==> src/lptac_pkg.sv <==
package lptac_pkg;

  // Clocking of the pulse engine
  localparam int SYS_CLK_HZ = 250_000_000;
  localparam int AFE_CLK_HZ = 4_000_000;
  localparam int AFE_DIV = SYS_CLK_HZ / AFE_CLK_HZ;
  localparam logic [5:0] AFE_DIV_LAST = 6'(AFE_DIV - 1);
  localparam int CONV_TIME_US = 50;
  localparam int CONV_TICKS = CONV_TIME_US * (AFE_CLK_HZ / 1_000_000);
  localparam logic [7:0] CONV_LAST = 8'(CONV_TICKS - 1);

  // Register word indexes, byte address is four times the index
  localparam int ADDR_W = 8;
  localparam logic [5:0] IDX_TIMING_FIRST = 6'h01;
  localparam logic [5:0] IDX_PERIOD = 6'h1D;
  localparam logic [5:0] IDX_CONTROL = 6'h1E;
  localparam logic [5:0] IDX_LED_CURRENT = 6'h22;
  localparam logic [5:0] IDX_RESULT_FIRST = 6'h2A;
  localparam logic [5:0] IDX_RESULT_LAST = 6'h2D;
  localparam logic [5:0] IDX_DIFF_FIRST = 6'h2E;
  localparam logic [5:0] IDX_DIFF_LAST = 6'h2F;
  localparam logic [5:0] IDX_DIAG = 6'h30;
  localparam logic [5:0] IDX_IRQ_STATUS = 6'h31;
  localparam logic [5:0] IDX_IRQ_MASK = 6'h32;
  localparam int TIMING_REGS = 29;
  localparam int PHASES = 14;

  // Field layouts
  localparam int CTL_NUMAV_LSB = 0;
  localparam int CTL_TIMER_BIT = 8;
  localparam int CTL_THIRD_BIT = 9;
  localparam int LED_RED_LSB = 0;
  localparam int LED_IR_LSB = 8;
  localparam int IRQ_DRDY = 0;
  localparam int IRQ_POS_FAULT = 1;
  localparam int IRQ_NEG_FAULT = 2;
  localparam int IRQ_W = 3;

  // Reset values
  localparam logic [15:0] TIMING_RST = 16'h0000;
  localparam logic [7:0] NUMAV_RST = 8'h00;
  localparam logic [7:0] LED_CODE_RST = 8'h00;
  localparam logic [IRQ_W-1:0] IRQ_RST = 3'h0;

  localparam logic [1:0] RESP_OKAY = 2'h0;
  localparam logic [1:0] RESP_SLVERR = 2'h2;

  // Phase vector, bit k is the phase whose start sits at index 2k+1
  typedef struct packed {
    logic [3:0] adc_reset;
    logic [3:0] convert;
    logic ir_amb;
    logic ir_led;
    logic ir_sample;
    logic red_amb;
    logic red_led;
    logic red_sample;
  } lptac_phase_s;

  typedef enum logic {
    CONV_IDLE = 1'b0,
    CONV_RUN = 1'b1
  } lptac_conv_e;

endpackage : lptac_pkg

==> src/lptac_phase_gen.sv <==
`timescale 1ns/1ps
module lptac_phase_gen
  import lptac_pkg::*;
(
  // Clock and reset
  input wire logic aclk,
  input wire logic aresetn,
  // Control
  input wire logic tick,
  input wire logic enable,
  input wire logic [TIMING_REGS:1][15:0] cfg,
  // Phases
  output lptac_phase_s phase_o
);

  logic [15:0] count_reg;
  logic [15:0] count_next;
  logic [PHASES-1:0] on_w;
  logic [PHASES-1:0] empty_w;
  logic [PHASES-1:0] phase_reg;

  // Period counter wraps after the programmed last count
  assign count_next = (count_reg >= cfg[TIMING_REGS]) ? 16'h0000 : count_reg + 16'h0001;

  // Inclusive window compare, inverted bounds give no pulse
  for (genvar k = 0; k < PHASES; k++) begin : g_cmp
    assign empty_w[k] = cfg[2*k+1] > cfg[2*k+2];
    assign on_w[k] = !empty_w[k] && (count_reg >= cfg[2*k+1]) && (count_reg <= cfg[2*k+2]);
  end

  // Counter held at zero while the engine is off
  always_ff @(posedge aclk) begin
    if (!aresetn || !enable) begin
      count_reg <= 16'h0000;
    end else if (tick) begin
      count_reg <= count_next;
    end
  end

  // Phases registered; all low while disabled
  always_ff @(posedge aclk) begin
    if (!aresetn || !enable) begin
      phase_reg <= '0;
    end else begin
      phase_reg <= on_w;
    end
  end

  assign phase_o = lptac_phase_s'(phase_reg);
endmodule : lptac_phase_gen

==> src/lptac_top.sv <==
`timescale 1ns/1ps
module lptac_top
  import lptac_pkg::*;
(
  // Clock and reset
  input wire logic aclk,
  input wire logic aresetn,
  // AXI4-Lite write
  input wire logic [ADDR_W-1:0] awaddr,
  input wire logic awvalid,
  output logic awready,
  input wire logic [31:0] wdata,
  input wire logic [3:0] wstrb,
  input wire logic wvalid,
  output logic wready,
  output logic [1:0] bresp,
  output logic bvalid,
  input wire logic bready,
  // AXI4-Lite read
  input wire logic [ADDR_W-1:0] araddr,
  input wire logic arvalid,
  output logic arready,
  output logic [31:0] rdata,
  output logic [1:0] rresp,
  output logic rvalid,
  input wire logic rready,
  // LED drive
  output logic led_out_positive,
  output logic led_out_negative,
  output logic led_out_third,
  output logic led_drive_on,
  output logic [7:0] red_led_code,
  output logic [7:0] infrared_led_code,
  // Converter
  output logic adc_reset,
  output logic adc_convert_start,
  input wire logic [21:0] adc_code,
  input wire logic adc_code_valid,
  // Diagnostics
  input wire logic diag_positive_fault,
  input wire logic diag_negative_fault,
  input wire logic diag_third_fault,
  // Interrupts
  output logic adc_ready,
  output logic irq
);

  // Register state
  logic [TIMING_REGS:1][15:0] timing_reg;
  logic [7:0] numav_reg;
  logic timing_engine_enable_reg;
  logic third_led_select_reg;
  logic [7:0] red_code_reg;
  logic [7:0] ir_code_reg;
  logic [3:0][23:0] result_reg;
  logic [1:0][23:0] diff_reg;
  logic [1:0] diag_reg;
  logic [IRQ_W-1:0] irq_status_reg;
  logic [IRQ_W-1:0] irq_status_next;
  logic [IRQ_W-1:0] irq_mask_reg;
  logic [1:0] fault_prev_reg;

  // Bus handshake state
  logic awready_reg;
  logic bvalid_reg;
  logic [1:0] bresp_reg;
  logic arready_reg;
  logic rvalid_reg;
  logic [31:0] rdata_reg;
  logic [1:0] rresp_reg;

  // Engine state
  logic [5:0] div_cnt_reg;
  logic tick_reg;
  lptac_phase_s ph;
  logic [3:0] rst_prev_reg;
  lptac_conv_e conv_state_reg;
  logic [7:0] conv_cnt_reg;
  logic [7:0] conv_left_reg;
  logic start_reg;
  logic signed [31:0] acc_reg;
  logic [8:0] nsamp_reg;

  // Output flops
  logic led_pos_reg;
  logic led_neg_reg;
  logic led_third_reg;
  logic led_drive_on_reg;
  logic adc_reset_reg;
  logic adc_ready_reg;
  logic irq_reg;

  // Merge new bytes into a word under the strobes
  function automatic logic [31:0] strb_merge(input logic [31:0] old_v, input logic [31:0] new_v,
                                             input logic [3:0] strb);
    logic [31:0] r;
    r = old_v;
    for (int i = 0; i < 4; i++) begin
      if (strb[i]) begin
        r[8*i +: 8] = new_v[8*i +: 8];
      end
    end
    return r;
  endfunction : strb_merge

  function automatic logic is_mapped(input logic [5:0] idx);
    return (idx >= IDX_TIMING_FIRST && idx <= IDX_CONTROL) || idx == IDX_LED_CURRENT ||
           (idx >= IDX_RESULT_FIRST && idx <= IDX_IRQ_MASK);
  endfunction : is_mapped

  // Reads of registers; used for read data and byte-merge on write
  function automatic logic [31:0] reg_value(input logic [5:0] idx);
    logic [31:0] v;
    v = 32'h0000_0000;
    if (idx >= IDX_TIMING_FIRST && idx <= IDX_PERIOD) begin
      v[15:0] = timing_reg[idx];
    end else if (idx == IDX_CONTROL) begin
      v[CTL_NUMAV_LSB +: 8] = numav_reg;
      v[CTL_TIMER_BIT] = timing_engine_enable_reg;
      v[CTL_THIRD_BIT] = third_led_select_reg;
    end else if (idx == IDX_LED_CURRENT) begin
      v[LED_RED_LSB +: 8] = red_code_reg;
      v[LED_IR_LSB +: 8] = ir_code_reg;
    end else if (idx >= IDX_RESULT_FIRST && idx <= IDX_RESULT_LAST) begin
      v[23:0] = result_reg[2'(idx - IDX_RESULT_FIRST)];
    end else if (idx >= IDX_DIFF_FIRST && idx <= IDX_DIFF_LAST) begin
      v[23:0] = diff_reg[1'(idx - IDX_DIFF_FIRST)];
    end else if (idx == IDX_DIAG) begin
      v[1:0] = diag_reg;
    end else if (idx == IDX_IRQ_STATUS) begin
      v[IRQ_W-1:0] = irq_status_reg;
    end else if (idx == IDX_IRQ_MASK) begin
      v[IRQ_W-1:0] = irq_mask_reg;
    end
    return v;
  endfunction : reg_value

  // Running sum divided by the samples taken
  function automatic logic [23:0] avg_of(input logic signed [31:0] acc, input logic [8:0] n);
    logic signed [31:0] q;
    q = (n == 9'h000) ? 32'sh0 : acc / $signed({23'h0, n});
    return q[23:0];
  endfunction : avg_of

  // Write and read decode
  logic aw_hit;
  logic wr_en;
  logic [5:0] wr_idx;
  logic [31:0] wr_word;
  logic ar_hit;
  logic [5:0] rd_idx;
  logic [31:0] rd_word;
  logic [31:0] wr_old;

  assign aw_hit = awvalid && wvalid && !awready_reg && !bvalid_reg;
  assign wr_en = awready_reg;
  assign wr_idx = awaddr[7:2];
  assign ar_hit = arvalid && !arready_reg && !rvalid_reg;
  assign rd_idx = araddr[7:2];
  assign wr_word = strb_merge(wr_old, wdata, wstrb);

  always_comb begin
    wr_old = reg_value(wr_idx);
    rd_word = reg_value(rd_idx);
  end

  // Both channels taken in one cycle; master holds them until then
  always_ff @(posedge aclk) begin
    if (!aresetn) begin
      awready_reg <= 1'b0;
      bvalid_reg <= 1'b0;
      bresp_reg <= RESP_OKAY;
    end else begin
      awready_reg <= aw_hit;
      if (wr_en) begin
        bvalid_reg <= 1'b1;
        bresp_reg <= is_mapped(wr_idx) ? RESP_OKAY : RESP_SLVERR;
      end else if (bready) begin
        bvalid_reg <= 1'b0;
      end
    end
  end

  // Read answer one cycle after the address is taken
  always_ff @(posedge aclk) begin
    if (!aresetn) begin
      arready_reg <= 1'b0;
      rvalid_reg <= 1'b0;
      rdata_reg <= 32'h0000_0000;
      rresp_reg <= RESP_OKAY;
    end else begin
      arready_reg <= ar_hit;
      if (arready_reg) begin
        rvalid_reg <= 1'b1;
        rdata_reg <= rd_word;
        rresp_reg <= is_mapped(rd_idx) ? RESP_OKAY : RESP_SLVERR;
      end else if (rready) begin
        rvalid_reg <= 1'b0;
      end
    end
  end

  // Configuration registers
  always_ff @(posedge aclk) begin
    if (!aresetn) begin
      timing_reg <= {TIMING_REGS{TIMING_RST}};
      numav_reg <= NUMAV_RST;
      timing_engine_enable_reg <= 1'b0;
      third_led_select_reg <= 1'b0;
      red_code_reg <= LED_CODE_RST;
      ir_code_reg <= LED_CODE_RST;
      irq_mask_reg <= IRQ_RST;
    end else if (wr_en) begin
      if (wr_idx >= IDX_TIMING_FIRST && wr_idx <= IDX_PERIOD) begin
        timing_reg[wr_idx] <= wr_word[15:0];
      end else if (wr_idx == IDX_CONTROL) begin
        numav_reg <= wr_word[CTL_NUMAV_LSB +: 8];
        timing_engine_enable_reg <= wr_word[CTL_TIMER_BIT];
        third_led_select_reg <= wr_word[CTL_THIRD_BIT];
      end else if (wr_idx == IDX_LED_CURRENT) begin
        red_code_reg <= wr_word[LED_RED_LSB +: 8];
        ir_code_reg <= wr_word[LED_IR_LSB +: 8];
      end else if (wr_idx == IDX_IRQ_MASK) begin
        irq_mask_reg <= wr_word[IRQ_W-1:0];
      end
    end
  end

  // 4 MHz enable; the divide rounds down, so ticks run a little fast
  always_ff @(posedge aclk) begin
    if (!aresetn) begin
      div_cnt_reg <= 6'h00;
      tick_reg <= 1'b0;
    end else begin
      div_cnt_reg <= (div_cnt_reg == AFE_DIV_LAST) ? 6'h00 : div_cnt_reg + 6'h01;
      tick_reg <= (div_cnt_reg == AFE_DIV_LAST);
    end
  end

  lptac_phase_gen u_phase (
    .aclk(aclk),
    .aresetn(aresetn),
    .tick(tick_reg),
    .enable(timing_engine_enable_reg),
    .cfg(timing_reg),
    .phase_o(ph)
  );

  // LED windows with ambient sampling forcing the drive off
  logic red_on;
  logic ir_on;
  logic amb_any;
  assign amb_any = ph.red_amb || ph.ir_amb;
  assign red_on = ph.red_led && !amb_any;
  assign ir_on = ph.ir_led && !amb_any;

  always_ff @(posedge aclk) begin
    if (!aresetn) begin
      led_pos_reg <= 1'b0;
      led_third_reg <= 1'b0;
      led_neg_reg <= 1'b0;
      led_drive_on_reg <= 1'b0;
    end else begin
      led_pos_reg <= red_on && !third_led_select_reg;
      led_third_reg <= red_on && third_led_select_reg;
      led_neg_reg <= ir_on;
      led_drive_on_reg <= red_on || ir_on;
    end
  end

  // ADC reset edges
  logic [3:0] rst_rise;
  logic [3:0] rst_fall;
  logic rise_any;
  logic fall_any;
  logic [1:0] rise_idx;
  logic [1:0] res_idx;
  logic [23:0] avg_w;
  assign rst_rise = ph.adc_reset & ~rst_prev_reg;
  assign rst_fall = ~ph.adc_reset & rst_prev_reg;
  assign rise_any = |rst_rise;
  assign fall_any = |rst_fall;
  assign rise_idx = rst_rise[3] ? 2'h3 : rst_rise[2] ? 2'h2 : rst_rise[1] ? 2'h1 : 2'h0;
  assign res_idx = rise_idx - 2'h1;
  assign avg_w = avg_of(acc_reg, nsamp_reg);

  // Conversion sequencer: NUMAV+1 back-to-back 50 us conversions
  always_ff @(posedge aclk) begin
    if (!aresetn) begin
      rst_prev_reg <= 4'h0;
      conv_state_reg <= CONV_IDLE;
      conv_cnt_reg <= 8'h00;
      conv_left_reg <= 8'h00;
      start_reg <= 1'b0;
    end else begin
      rst_prev_reg <= ph.adc_reset;
      start_reg <= 1'b0;
      if (fall_any) begin
        conv_state_reg <= CONV_RUN;
        conv_cnt_reg <= 8'h00;
        conv_left_reg <= numav_reg;
        start_reg <= 1'b1;
      end else begin
        case (conv_state_reg)
          CONV_IDLE: begin
            conv_cnt_reg <= 8'h00;
          end
          CONV_RUN: begin
            if (tick_reg && conv_cnt_reg == CONV_LAST) begin
              conv_cnt_reg <= 8'h00;
              if (conv_left_reg != 8'h00) begin
                conv_left_reg <= conv_left_reg - 8'h01;
                start_reg <= 1'b1;
              end else begin
                conv_state_reg <= CONV_IDLE;
              end
            end else if (tick_reg) begin
              conv_cnt_reg <= conv_cnt_reg + 8'h01;
            end
          end
          default: conv_state_reg <= CONV_IDLE;
        endcase
      end
    end
  end

  // Accumulate sign-extended samples of the current phase
  always_ff @(posedge aclk) begin
    if (!aresetn || fall_any) begin
      acc_reg <= 32'sh0;
      nsamp_reg <= 9'h000;
    end else if (adc_code_valid) begin
      acc_reg <= acc_reg + {{10{adc_code[21]}}, adc_code};
      nsamp_reg <= nsamp_reg + 9'h001;
    end
  end

  // Result and difference registers
  always_ff @(posedge aclk) begin
    if (!aresetn) begin
      result_reg <= '0;
      diff_reg <= '0;
    end else if (rise_any) begin
      result_reg[res_idx] <= avg_w;
      diff_reg[res_idx[1]] <= res_idx[0] ? result_reg[{res_idx[1], 1'b0}] - avg_w
                                         : avg_w - result_reg[{res_idx[1], 1'b1}];
    end
  end

  // Diagnostics and sticky interrupt status, set wins over clear
  logic pos_fault_sel;
  logic [IRQ_W-1:0] irq_set;
  logic [IRQ_W-1:0] irq_clr;
  assign pos_fault_sel = third_led_select_reg ? diag_third_fault : diag_positive_fault;
  assign irq_set = {diag_negative_fault && !fault_prev_reg[1], pos_fault_sel && !fault_prev_reg[0], rst_rise[0]};
  assign irq_clr = (wr_en && wr_idx == IDX_IRQ_STATUS) ? wr_word[IRQ_W-1:0] & wdata[IRQ_W-1:0] : IRQ_RST;
  assign irq_status_next = (irq_status_reg & ~irq_clr) | irq_set;

  always_ff @(posedge aclk) begin
    if (!aresetn) begin
      diag_reg <= 2'h0;
      fault_prev_reg <= 2'h0;
      irq_status_reg <= IRQ_RST;
      irq_reg <= 1'b0;
      adc_reset_reg <= 1'b0;
      adc_ready_reg <= 1'b0;
    end else begin
      diag_reg <= {diag_negative_fault, pos_fault_sel};
      fault_prev_reg <= {diag_negative_fault, pos_fault_sel};
      irq_status_reg <= irq_status_next;
      irq_reg <= |(irq_status_reg & irq_mask_reg);
      adc_reset_reg <= |ph.adc_reset;
      adc_ready_reg <= ph.adc_reset[0];
    end
  end

  // Port drive
  assign awready = awready_reg;
  assign wready = awready_reg;
  assign bvalid = bvalid_reg;
  assign bresp = bresp_reg;
  assign arready = arready_reg;
  assign rvalid = rvalid_reg;
  assign rdata = rdata_reg;
  assign rresp = rresp_reg;
  assign led_out_positive = led_pos_reg;
  assign led_out_negative = led_neg_reg;
  assign led_out_third = led_third_reg;
  assign led_drive_on = led_drive_on_reg;
  assign red_led_code = red_code_reg;
  assign infrared_led_code = ir_code_reg;
  assign adc_reset = adc_reset_reg;
  assign adc_convert_start = start_reg;
  assign adc_ready = adc_ready_reg;
  assign irq = irq_reg;
endmodule : lptac_top

==> config.mk <==
export PLATFORM = sky130hd
export DESIGN_NAME = lptac_top
export DESIGN_NICKNAME = d
export VERILOG_FILES = /design/src/lptac_pkg.sv /design/src/lptac_phase_gen.sv /design/src/lptac_top.sv
export SDC_FILE = /design/constraint.sdc
export NUM_CORES = 2
export LEC_CHECK = 0
export ABC_AREA = 0
export BUFFER_PORTS_ARGS = -buffer_cell sky130_fd_sc_hd__buf_2
export CORE_UTILIZATION = 35
export DETAILED_ROUTE_END_ITERATION = 16
export GPL_TIMING_DRIVEN = 0
export PLACE_DENSITY_LB_ADDON = 0.12
export SLEW_MARGIN = 0
export SYNTH_ARGS = -nofsm -noshare
export SYNTH_HDL_FRONTEND = slang
export SYNTH_HIERARCHICAL = 1
export SYNTH_SLANG_ARGS = --single-unit
==> constraint.sdc <==
create_clock -name aclk -period 94.4 [get_ports aclk]
set_input_delay 9.44 -clock aclk [delete_from_list [all_inputs] [get_ports aclk]]
set_output_delay 9.44 -clock aclk [all_outputs]
set_load 0.01 [all_outputs]
Yosys cells after proc, flatten, opt, wreduce, memory -nomap -nowiden
Cells that the tools add are included.
{ "totals": {"regBits": 781, "inputBits": 85, "output_inout_bits": 65} }
{ "classes": {"addsub": 13, "div": 1, "n_lt_le_gt_ge": 72, "n_eq_ne": 13, "mux": 91, "n_bitwise": 14, "n_reduce_logical": 104} }
{ "op_table": {"columns": ["cell", "count"], "rows": [
  ["bitwise mux 464 bit", 1],
  ["2-to-1 mux 24 bit", 16],
  [">= comparator 16 bit", 15],
  ["> comparator 16 bit", 14],
  ["<= comparator 16 bit", 14],
  ["binary-select mux 16 bit (select 5 bit)", 2],
  ["2-to-1 mux 16 bit", 8],
  ["binary-select mux 24 bit (select 2 bit)", 2],
  ["bitwise mux 96 bit", 1],
  ["demux 16 bit (select 5 bit)", 1],
  ["2-to-1 mux 8 bit", 10],
  ["2-to-1 mux 3 bit", 19],
  ["== test 6 bit (second input constant)", 9],
  ["logical AND 1 bit", 54],
  ["bitwise mux 48 bit", 1],
  ["demux 24 bit (select 2 bit)", 1],
  ["subtractor 24 bit", 2],
  ["2-to-1 mux 21 bit", 2],
  ["<= comparator 6 bit (second input constant)", 6],
  ["adder 32 bit", 1],
  ["divider 32 x 10 -> 32 bit", 1],
  ["demux 24 bit (select 1 bit)", 1],
  [">= comparator 6 bit (second input constant)", 4],
  ["<= comparator 6 x 5 -> 1 bit (second input constant)", 4],
  ["42 further kinds", 119]
]} }

Logic depth before layout (Yosys ltp)
{ "depth": {"word_depth": 21, "ltp_mapped": 511} }

Cells and area by module
The synthesis kept the hierarchy.
{ "modules_own_cells": {"columns": ["mod", "n_inst", "cells_per_inst", "area_per_inst_um2", "seq_area_each_um2"], "rows": [
  ["lptac_top", 1, 7774, 61073.6, 14974.4],
  ["lptac_phase_gen", 1, 2241, 17146.4, 600.6]
]} }

Worst setup path after synthesis
OpenSTA, ideal clock, no wires.
{ "synth_timing": {"path_kind": "flip-flop to flip-flop", "start": "reg acc_reg[16]", "end": "reg diff_reg[47] (netlist name)", "setup_time_ns": 0.122, "arrival_time_ns": 93.356, "slack_ns": 0.922, "path_stages_with_launch": 488, "period_less_slack_ns": 93.478, "cell_sequence": "dfxtp_1 -> buf_6 -> or4_4 -> or4_1 -> buf_2 -> or3_4 -> or3_1 -> inv_1 -> ha_1 -> a22oi_1 -> ha_1 -> o21a_1 -> nor2_1 -> a21oi_1 -> o41ai_2 -> ha_1 -> a21oi_1 -> o21ai_0 -> (+452 left out) -> o21ai_0 -> nand2b_1 -> and2_1 -> o21ai_0 -> nand2b_1 -> and2_1 -> o21ai_0 -> nand2b_1 -> and2_1 -> o21ai_0 -> nand2b_1 -> a21o_1 -> a21oi_1 -> xnor2_1 -> nand2_1 -> o21ai_0 -> nor2_1 -> a311o_1"} }
{ "synth_via": {"elab_chain_cells": 5, "word_cells_on_any_way": 6, "cone_classes": "add/sub (2); div (1); mux (3)"} }
{ "synth_rtl": {"columns": ["element", "line", "rtl"], "rows": [
  ["from (decl)", "lptac_top.sv:81", "logic signed [31:0] acc_reg;"],
  ["from (signal assigned)", "lptac_top.sv:333", "acc_reg <= acc_reg + {{10{adc_code[21]}}, adc_code};"],
  ["divider 32 x 10 -> 32 bit *", "lptac_top.sv:141", "q = (n == 9'h000) ? 32'sh0 : acc / $signed({23'h0, n});"],
  ["2-to-1 mux 24 bit *", "lptac_top.sv:141", null],
  ["via avg_w[1]", "lptac_top.sv:278", "logic [23:0] avg_w;"],
  ["subtractor 24 bit, on equally long branches", "lptac_top.sv:346, lptac_top.sv:345", null],
  ["2-to-1 mux 24 bit *", "lptac_top.sv:345", "diff_reg[res_idx[1]] <= res_idx[0] ? result_reg[{res_idx[1], 1'b0}] - avg_w"],
  ["bitwise mux 48 bit *", "lptac_top.sv:345", null],
  ["to (signal, indexed assignment)", "lptac_top.sv:345", null],
  ["to (decl)", "lptac_top.sv:56", "logic [1:0][23:0] diff_reg;"]
]} }
Mark *: on every way through the listed nets, which the timed path passes. The rest lies on a longest branch.
A chain may end at the register's enable or synchronous reset.

Worst setup path in the final report
{ "layout_timing": {"start": "reg acc_reg[9]", "end": "reg diff_reg[47] (netlist name)"} }
{ "layout_via": {"elab_chain_cells": 5, "word_cells_on_any_way": 6, "cone_classes": "add/sub (2); div (1); mux (3)"} }
{ "layout_rtl": {"columns": ["element", "line"], "rows": [
  ["divider 32 x 10 -> 32 bit *", "lptac_top.sv:141"],
  ["2-to-1 mux 24 bit *", "lptac_top.sv:141"],
  ["subtractor 24 bit, on equally long branches", "lptac_top.sv:346, lptac_top.sv:345"],
  ["2-to-1 mux 24 bit *", "lptac_top.sv:345"],
  ["bitwise mux 48 bit *", "lptac_top.sv:345"]
]} }
Mark *: on every way between the ends. The rest lies on a longest branch, timed or not.

==> results.sh <==
export IMPL_status="finished with violations"
export IMPL_failed_checks="capacitance limit, slew limit"
export IMPL_fin_nets=10400
export IMPL_hold_viol_final=0
export IMPL_fill_cells=20800
export IMPL_drc=0
export IMPL_vias=74300
export IMPL_drive_gt1_share_pct=14.4
export IMPL_clkTransAtPathRegs_ps=60
export IMPL_period_share_pct=95.1
export IMPL_end_kind="register"
export IMPL_clockBufferDepth=3
export IMPL_syn_inst=9109
export IMPL_die_height_um=454
export IMPL_syn_area_um2=71400
export IMPL_num_rows=165
export IMPL_start_kind="register"
export IMPL_h_tree_depth=3
export IMPL_setup_violations=0
export IMPL_coreArea_um2=202000
export IMPL_postSynthAreaPerCell_um2=7.84
export IMPL_crit_slowest_cell="or4_4"
export IMPL_critPathKind="register to register"
export IMPL_slew_viol_final=23
export IMPL_crit_fanout=10
export IMPL_ant_nets=0
export IMPL_slew_headroom_pct=-4.32
export IMPL_fin_crit_ps=89730
export IMPL_ios=150
export IMPL_final_cells=12300
export IMPL_grt_max_degree=33
export IMPL_hold_path_class="register to register"
export IMPL_port_buffer_count=112
export IMPL_track_usage_pct=33.9
export IMPL_ys_warnings_count=6
export IMPL_crit_top_cell="o21a_1"
export IMPL_max_freq_mhz=11.1
export IMPL_die_w_um=454
export IMPL_cts_buffers=100
export IMPL_max_stage_delay_ps=570
export IMPL_grt_pass1_vias=69400
export IMPL_wl_um=361000
export IMPL_grt_pass1_wl_um=505000
export IMPL_antenna_found_initial=40
export IMPL_hpwl_um=287000
export IMPL_place_gp_congestion=1.03
export IMPL_cts_tree="done"
export IMPL_insertion_delay_ps=790
export IMPL_cp_required_ps=95040
export IMPL_worstMarginPinSlew_ps=1560
export IMPL_finClkSkew_ps=69.6
export IMPL_drtPass1Iterations=7
export IMPL_die_area_um2=206000
export IMPL_clock_sinks=772
export IMPL_crit_arrival_ps=90370
export IMPL_place_inst=11900
export IMPL_wl_per_cell_um=29.4
export IMPL_cts_root_buf="clkbuf_16"
export IMPL_ff2ff_setup_slack_ps=4670
export IMPL_via_per_inst=6.05
export IMPL_grt_overflow=0
export IMPL_initial_utilization_pct=35.3
export IMPL_cap_violations=3
export IMPL_area_growth_pct=15.6
export IMPL_largest_reg_flops=464
export IMPL_drtIter0Drc=7580
## repair_timing
action / CTS / global route
setup buffers: 68 / 112
gates cloned: 0 / 0
endpoints found under the hold margin: 0 / 0
gates resized for setup: 237 / 239
hold buffers: 0 / 0
setup endpoints to repair: 144 / 144
pin swaps: 61 / 113
## cell usage in the layout (no fill, tap or decap), drive strengths merged, types with 157 or more instances in the layout
master / count
clkbuf: 505
ha: 742
inv: 422
dfxtp: 772
buf: 447
mux4: 261
o21a: 182
mux2i: 205
nand3: 234
nor2: 716
nand2: 1483
a21oi: 972
o21ai: 307
a211oi: 170
xnor2: 157
nor3: 299
## through the flow
stage | setup TNS (ps) | worst slack [ps] | cell area, um^2 | hold slack, ps | util, %
2_1_floorplan | 0 | 922 | 71400 | 440 | -
3_5_place_dp | -2399580 | -21770 | 75900 | 458 | 37.5
6_report | 0 | 4670 | 82500 | 467 | 40.8
5_1_grt | -2440 | -450 | 82500 | 481 | 40.8
4_1_cts | 0 | 7.84 | 80700 | 466 | 39.9
3_3_place_gp | -2275300 | -20850 | 75300 | 451 | 37.2
## worst max-delay path, delay by kind of cell, from the launching register on
family / cells / cell delay [ps]
AOI/OAI and AO/OA: 242 / 43750
xor gates and xnor gates: 2 / 650
adders and majority gates: 34 / 9540
buffers and inverters: 52 / 7790
DFF: 1 / 310
muxes: 9 / 2590
and+or+nand+nor: 149 / 24700
## area by class of cell
class                   count  area (um^2)  share of cell area, %
clock inverters            34          403                  0.488
multi-input cells        7429        54000                   65.4
diodes                      9         22.5                 0.0273
repair buffers            319         2470                   2.99
flip-flops and latches    772        15500                   18.8
well taps                2672         3340                   4.05
inverters                 421         1580                   1.91
plain buffers             485         2290                   2.77
clock buffers             148         2960                   3.59
## layer usage
layer | part of all wire [%] | global-route usage, % | vias to the layer above
met2 | 45 | 54.7 | 3023
met1 | 41 | 43.3 | 36400
met4 | 5.9 | 17.2 | 24
met5 | 0.050 | 0 | -
li1 | - | - | 34100
met3 | 7.6 | 5.89 | 729
## final timing paths
path,cells after the start,from,endpoint
setup / recovery,488,acc_reg[9]$_SDFFE_PP0P_,diff_reg[47]$_SDFFE_PN0P_
hold / removal,2,timing_reg[204]$_SDFFE_PN0P_,timing_reg[204]$_SDFFE_PN0P_
hold reg to reg,2,timing_reg[204]$_SDFFE_PN0P_,timing_reg[204]$_SDFFE_PN0P_
setup reg to reg,488,acc_reg[9]$_SDFFE_PP0P_,diff_reg[47]$_SDFFE_PN0P_
Power is left out: the tool's default activity adds up to more than one toggle a clock period on the data nets, which glitch-free logic cannot reach.
